[config.mk]
export PLATFORM = sky130hd
export DESIGN_NAME = psr_status_summary
export DESIGN_NICKNAME = d
export VERILOG_FILES = /design/src/pkg/psr_pkg.sv /design/src/psr_status_summary.sv
export SDC_FILE = /design/constraint.sdc
export NUM_CORES = 1
export LEC_CHECK = 0
export ABC_CLOCK_PERIOD_IN_PS = 800
export BUFFER_PORTS_ARGS = -buffer_cell sky130_fd_sc_hd__buf_2
export CAP_MARGIN = 20
export CELL_PAD_IN_SITES_DETAIL_PLACEMENT = 0
export CELL_PAD_IN_SITES_GLOBAL_PLACEMENT = 1
export CORE_UTILIZATION = 32
export CTS_BUF_LIST = sky130_fd_sc_hd__clkbuf_4 sky130_fd_sc_hd__clkbuf_8
export CTS_CLUSTER_SIZE = 16
export DETAILED_ROUTE_END_ITERATION = 16
export PLACE_DENSITY = 0.83
export SLEW_MARGIN = 20
export SYNTH_ARGS = -nofsm -noshare
export SYNTH_HDL_FRONTEND = slang
export SYNTH_SLANG_ARGS = --single-unit
[constraint.sdc]
create_clock -name clk -period 0.8 [get_ports clk]
set_input_delay 0.08 -clock clk [delete_from_list [all_inputs] [get_ports clk]]
set_output_delay 0.08 -clock clk [all_outputs]
set_load 0.03 [all_outputs]
[src/pkg/psr_pkg.sv]
// What this block does
// - The summary status word answers at management register address 0x10.
// - Bit 15 is reserved: writes ignored, always reads 0.
// - Bit 14 reports crossover: 1 pairs swapped, 0 normal assignment.
// - Crossover bit follows enable and force; tracks auto swapping when enabled, unforced.
// - Bit 13 latches high on receive error; cleared by reading address 15h.
// - Bit 12 mirrors ten-megabit polarity flag; never cleared by reading this word.
// - Bit 11 latches high on false carrier; cleared by reading address 14h.
// - Bit 10 is latched-low qualified signal detect, optionally ANDed with descrambler lock.
// - Bit 9 is latched-low descrambler lock.
// - Bit 8 copies page-received flag; reading this word does not clear it.
// - Bit 7 shows pending interrupt; cleared by the interrupt status read.
// - Bit 6 sets on partner remote fault; clears on reading address 01h or reset.
// - Bit 5 copies jabber detect; reading this word does not clear it.
// - Bit 4 reads 1 once auto-negotiation completed.
// - Bit 3 reads 1 while loopback is enabled.
// - Bit 2 reports resolved duplex, 1 full, 0 half.
// - Bit 0 copies link status; reading this word does not clear it.
package psr_pkg;

  // Management register addresses seen by this block
  localparam logic [4:0] PSR_ADDR_BASIC_STATUS = 5'h01;
  localparam logic [4:0] PSR_ADDR_SUMMARY      = 5'h10;
  localparam logic [4:0] PSR_ADDR_FC_COUNT     = 5'h14;
  localparam logic [4:0] PSR_ADDR_RX_ERR_COUNT = 5'h15;

  // Field positions inside the summary word
  localparam int PSR_BIT_RESERVED  = 15;
  localparam int PSR_BIT_CROSSOVER = 14;
  localparam int PSR_BIT_RX_ERR    = 13;
  localparam int PSR_BIT_POLARITY  = 12;
  localparam int PSR_BIT_FALSE_CAR = 11;
  localparam int PSR_BIT_SIG_DET   = 10;
  localparam int PSR_BIT_DESC_LOCK = 9;
  localparam int PSR_BIT_PAGE_RX   = 8;
  localparam int PSR_BIT_INT_PEND  = 7;
  localparam int PSR_BIT_REM_FAULT = 6;
  localparam int PSR_BIT_JABBER    = 5;
  localparam int PSR_BIT_AN_DONE   = 4;
  localparam int PSR_BIT_LOOPBACK  = 3;
  localparam int PSR_BIT_DUPLEX    = 2;
  localparam int PSR_BIT_SPEED10   = 1;
  localparam int PSR_BIT_LINK      = 0;

  // Reset values
  localparam logic [15:0] PSR_RDATA_RST = 16'h0000;
  localparam logic        PSR_FLAG_RST  = 1'b0;

  // Live conditions from link monitor, negotiation, PCS and interrupt logic
  typedef struct packed {
    logic crossover_enable;
    logic crossover_force;
    logic auto_swap;
    logic polarity_inverted;
    logic signal_detect_raw;
    logic descrambler_lock;
    logic sd_qualify_en;
    logic page_received;
    logic interrupt_pending;
    logic jabber;
    logic an_complete;
    logic loopback;
    logic duplex_full;
    logic speed_10;
    logic link_up;
  } psr_live_t;

  // One-cycle events that set sticky bits
  typedef struct packed {
    logic rx_error;
    logic false_carrier;
    logic remote_fault;
  } psr_event_t;

endpackage : psr_pkg

[src/psr_status_summary.sv]
`timescale 1ns/10ps
module psr_status_summary (
  input  wire logic             clk,
  input  wire logic             rstn,
  input  wire logic [4:0]       reg_addr,
  input  wire logic             reg_rd,
  output logic      [15:0]      reg_rdata,
  output logic                  reg_rd_hit,
  input  wire psr_pkg::psr_live_t  live,
  input  wire psr_pkg::psr_event_t evt
);

  // Decoded reads; other registers live elsewhere but their reads clear our copies
  logic rd_summary;
  logic rd_rx_err_cnt;
  logic rd_fc_cnt;
  logic rd_basic_status;

  assign rd_summary      = reg_rd && (reg_addr == psr_pkg::PSR_ADDR_SUMMARY);
  assign rd_rx_err_cnt   = reg_rd && (reg_addr == psr_pkg::PSR_ADDR_RX_ERR_COUNT);
  assign rd_fc_cnt       = reg_rd && (reg_addr == psr_pkg::PSR_ADDR_FC_COUNT);
  assign rd_basic_status = reg_rd && (reg_addr == psr_pkg::PSR_ADDR_BASIC_STATUS);

  // Crossover state: force wins, otherwise the auto algorithm if enabled
  logic crossover_now;
  assign crossover_now = live.crossover_force ? 1'b1 :
                         (live.crossover_enable ? live.auto_swap : 1'b0);

  // Signal detect as the link monitor sees it
  logic qualified_sd;
  assign qualified_sd = live.signal_detect_raw &&
                        (live.descrambler_lock || !live.sd_qualify_en);

  // Sticky receive error; a new event in the clearing cycle still sets it
  logic rx_err_reg;
  always_ff @(posedge clk or negedge rstn) begin
    if (!rstn) begin
      rx_err_reg <= psr_pkg::PSR_FLAG_RST;
    end else if (evt.rx_error) begin
      rx_err_reg <= 1'b1;
    end else if (rd_rx_err_cnt) begin
      rx_err_reg <= 1'b0;
    end
  end

  // Sticky false carrier, same set-over-clear priority
  logic false_car_reg;
  always_ff @(posedge clk or negedge rstn) begin
    if (!rstn) begin
      false_car_reg <= psr_pkg::PSR_FLAG_RST;
    end else if (evt.false_carrier) begin
      false_car_reg <= 1'b1;
    end else if (rd_fc_cnt) begin
      false_car_reg <= 1'b0;
    end
  end

  // Remote fault held until the basic status register is read
  logic rem_fault_reg;
  always_ff @(posedge clk or negedge rstn) begin
    if (!rstn) begin
      rem_fault_reg <= psr_pkg::PSR_FLAG_RST;
    end else if (evt.remote_fault) begin
      rem_fault_reg <= 1'b1;
    end else if (rd_basic_status) begin
      rem_fault_reg <= 1'b0;
    end
  end

  // Latched-low bits: a drop sticks until this word is read, then re-arm on live.
  // They start at 0 after reset, so the first read shows the reset drop.
  logic sd_ll_reg;
  logic lock_ll_reg;
  logic sd_ll_next;
  logic lock_ll_next;
  assign sd_ll_next   = qualified_sd && (sd_ll_reg || rd_summary);
  assign lock_ll_next = live.descrambler_lock && (lock_ll_reg || rd_summary);

  always_ff @(posedge clk or negedge rstn) begin
    if (!rstn) begin
      sd_ll_reg   <= psr_pkg::PSR_FLAG_RST;
      lock_ll_reg <= psr_pkg::PSR_FLAG_RST;
    end else begin
      sd_ll_reg   <= sd_ll_next;
      lock_ll_reg <= lock_ll_next;
    end
  end

  // Assembled word; copies are plain mirrors so reading here never clears them
  logic [15:0] summary_word;
  always_comb begin
    summary_word = psr_pkg::PSR_RDATA_RST;
    summary_word[psr_pkg::PSR_BIT_RESERVED]  = 1'b0;
    summary_word[psr_pkg::PSR_BIT_CROSSOVER] = crossover_now;
    summary_word[psr_pkg::PSR_BIT_RX_ERR]    = rx_err_reg;
    summary_word[psr_pkg::PSR_BIT_POLARITY]  = live.polarity_inverted;
    summary_word[psr_pkg::PSR_BIT_FALSE_CAR] = false_car_reg;
    summary_word[psr_pkg::PSR_BIT_SIG_DET]   = sd_ll_reg;
    summary_word[psr_pkg::PSR_BIT_DESC_LOCK] = lock_ll_reg;
    summary_word[psr_pkg::PSR_BIT_PAGE_RX]   = live.page_received;
    summary_word[psr_pkg::PSR_BIT_INT_PEND]  = live.interrupt_pending;
    summary_word[psr_pkg::PSR_BIT_REM_FAULT] = rem_fault_reg;
    summary_word[psr_pkg::PSR_BIT_JABBER]    = live.jabber;
    summary_word[psr_pkg::PSR_BIT_AN_DONE]   = live.an_complete;
    summary_word[psr_pkg::PSR_BIT_LOOPBACK]  = live.loopback;
    summary_word[psr_pkg::PSR_BIT_DUPLEX]    = live.duplex_full;
    summary_word[psr_pkg::PSR_BIT_SPEED10]   = live.speed_10;
    summary_word[psr_pkg::PSR_BIT_LINK]      = live.link_up;
  end

  // Read data captured on the strobe and held until the next summary read
  always_ff @(posedge clk or negedge rstn) begin
    if (!rstn) begin
      reg_rdata <= psr_pkg::PSR_RDATA_RST;
    end else if (rd_summary) begin
      reg_rdata <= summary_word;
    end
  end

  // One-cycle marker that reg_rdata carries a fresh summary word
  always_ff @(posedge clk or negedge rstn) begin
    if (!rstn) begin
      reg_rd_hit <= 1'b0;
    end else begin
      reg_rd_hit <= rd_summary;
    end
  end
endmodule : psr_status_summary

==> results.cfg <==
[logic_synthesis]
synth_area_leaders = dfrtp_1 (60%), mux2_2 (10%), mux2_4 (10%)
synth_cells = 55
synthTopCellsByCount = dfrtp_1 (21), mux2_2 (8), mux2_4 (6)
synth_ff_type = dfrtp_1
ys_seq_area_share_pct = 60.1
async_flop_share_pct = 100
ys_types = 19
synth.largest_area_cell = dfrtp_1
yosys_warnings = 0
synth_area_um2 = 875
syn_nets = 81
synth_edf_count = 0
synth_most_common_cell = dfrtp_1
yosysTopAreaCellShare_pct = 60.1
synth_seq_cells = 21
syn_avg_cell_area_um2 = 15.9

[setup_path]
cp_max_fo = 2
cp.required_ps = 720
critPathArrivalTime_ps = 870
worst_path_dominant_cell_family = flip-flops
critPathCaptureType = output port
critPathLaunchType = flop
worstSetupPathType = reg2out
slowest_delay_ps = 430
crit_buf_inv = 1
critPathSlowestCell = dfrtp_1
cp_cell_sequence = buf_6

[route]
drtPass1Iterations = 2
wl_mm = 2.05
post_drt_wl_per_cell_um = 13.2
route.detailed.drc = 0
postRouteAntennaNets = 0
drt_iter0_drc = 3
vias = 692
routed_via_density = 4.44

[place]
dp_hpwl_mm = 1.28
gp_congestion = 0.864
io_buffers = 41
dpl_cell_area_um2 = 1140
dp_slack_ps = -482

[sta]
layout_setup_ws_ps = -152
fin_crit_ps = 952
setup_violations = 30
fmax_mhz = 1050
hold_ws_ps = 13.1
drv_slew = 0
rsz0062_at_grt = true
finalSetupTns_ps = -3320
hold_viol_final = 0
finClkSkew_ps = 4.26
finalCritPeriodShare_pct = 119

[finish]
design_area_um2 = 1510
largest-register = reg_rdata
syn_to_final_growth_pct = 72.2
largest_reg_flops = 15
insertedDiodeCount = 0
nets = 153
drive_above_1_share_pct = 61.1

[run_status]
violations = setup timing
status = finished with violations

[floorplan]
rows = 18
io_pins = 43
dieArea_um2 = 2950
die_h_um = 54.3
core_um2 = 2520
chipWidth_um = 54.3
start_util_pct = 34.7

[grt]
grt_max_degree = 22
grt_pass1_vias = 737
grt_pass1_wl_mm = 3.33
gr-total-overflow = 0
antenna_found_initial = 0
grt_usage_pct = 16.6

[clock_tree]
htreeDepth = 1
worstSkewPairLatency_ps = 300
ctsLongestPathBuffers = 2
clk_pin_slew_worst_paths_ps = 110
cts_made_buffers = 3
clkSinkCount = 21
cts_root_buf = clkbuf_4
cts_tree = built

[pwr]
power.density_nw_per_um2 = 1940
p_leak_uw = 0.000759
ir_drop_mv = 1.53

[min_path]
hold_path.class = in2reg

[run]
maxCapViolCount = 0
==> report_power, final <==
group	total, uW	switching, uW	internal [uW]	leakage (uW)
Combinational	1080	473	604	0.000483
Clock	536	308	228	0.0000184
Sequential	1310	107	1200	0.000258
Total	2920	888	2030	0.000759
==> worst paths after layout <==
check | from | to | slack [ps] | cells past startpoint
max | reg_rdata[0]$_DFFE_PN0P_ | reg_rdata[0] | -150 | 1
min | live[9] | lock_ll_reg$_DFF_PN0_ | 10 | 2
max reg2reg | reg_rdata[7]$_DFFE_PN0P_ | reg_rdata[7]$_DFFE_PN0P_ | -100 | 2
min reg2reg | lock_ll_reg$_DFF_PN0_ | lock_ll_reg$_DFF_PN0_ | 480 | 1
max in group asynchronous | rstn | reg_rdata[12]$_DFFE_PN0P_ | 240 | 2
min in group asynchronous | rstn | rx_err_reg$_DFFE_PN0P_ | 250 | 2
==> kinds of logic after synthesis <==
family	Yosys count	share of synthesized area [%]
AO/OA/AOI/OAI	8	6.44
buffers and inverters	4	4.58
flip-flops	21	60.1
multiplexers	14	20.6
other	1	0.429
AND/OR/NAND/NOR	7	7.87
==> metal layers <==
| layer | track usage [%] | vias up | wire [um] |
|---|---|---|---|
| met1 | 18.9 | 329 | 843 |
| met3 | 7.22 | 2 | 112 |
| met5 | 0 | - | 0 |
| met2 | 27.4 | 26 | 1090 |
| li1 | - | 335 | - |
| met4 | 5.98 | 0 | 11 |
==> repair_timing <==
item	CTS	global route
endpoints found under the setup margin	30	32
setup buffers	7	1
hold endpoints to repair	26	8
pin swaps	2	1
hold buffers	6	8
resized for setup	42	2
gates cloned	1	0
==> layout make-up <==
type,count,area (um2)
repair buffers,68,563
inverters,2,20.0
repair inverters,1,6.26
multi-input cells,30,324
clock buffers,4,30.0
flip-flops and latches,21,526
fillers,217,1020
well taps,30,37.5
==> layout by cell type, fill, tap and decap left out <==
| cell type | instances |
|---|---|
| buf_2 | 23 |
| dfrtp_1 | 21 |
| buf_6 | 20 |
| dlygate4sd3_1 | 14 |
| buf_4 | 11 |
| mux2_4 | 10 |
| mux2_2 | 4 |
| clkbuf_4 | 4 |
| a21o_1 | 3 |
| a21oi_1 | 3 |
| and2b_1 | 1 |
| nor4b_4 | 1 |
| nand2_4 | 1 |
| clkinv_8 | 1 |
| inv_1 | 1 |
| o221a_2 | 1 |
| o21a_1 | 1 |
| nor3b_1 | 1 |
| nand4_1 | 1 |
| nand3_1 | 1 |
| nand3b_1 | 1 |
| conb_1 | 1 |
| inv_4 | 1 |
==> stage by stage <==
step	power [uW]	instances	utilization, %
5_1_grt	3090	156	59.7
4_1_cts	2890	149	56.5
2_1_floorplan	1750	55	-
6_report	2920	156	59.7
3_3_place_gp	2020	131	45.3
3_5_place_dp	2030	131	45.3
Power figures use the tool's default switching activity.
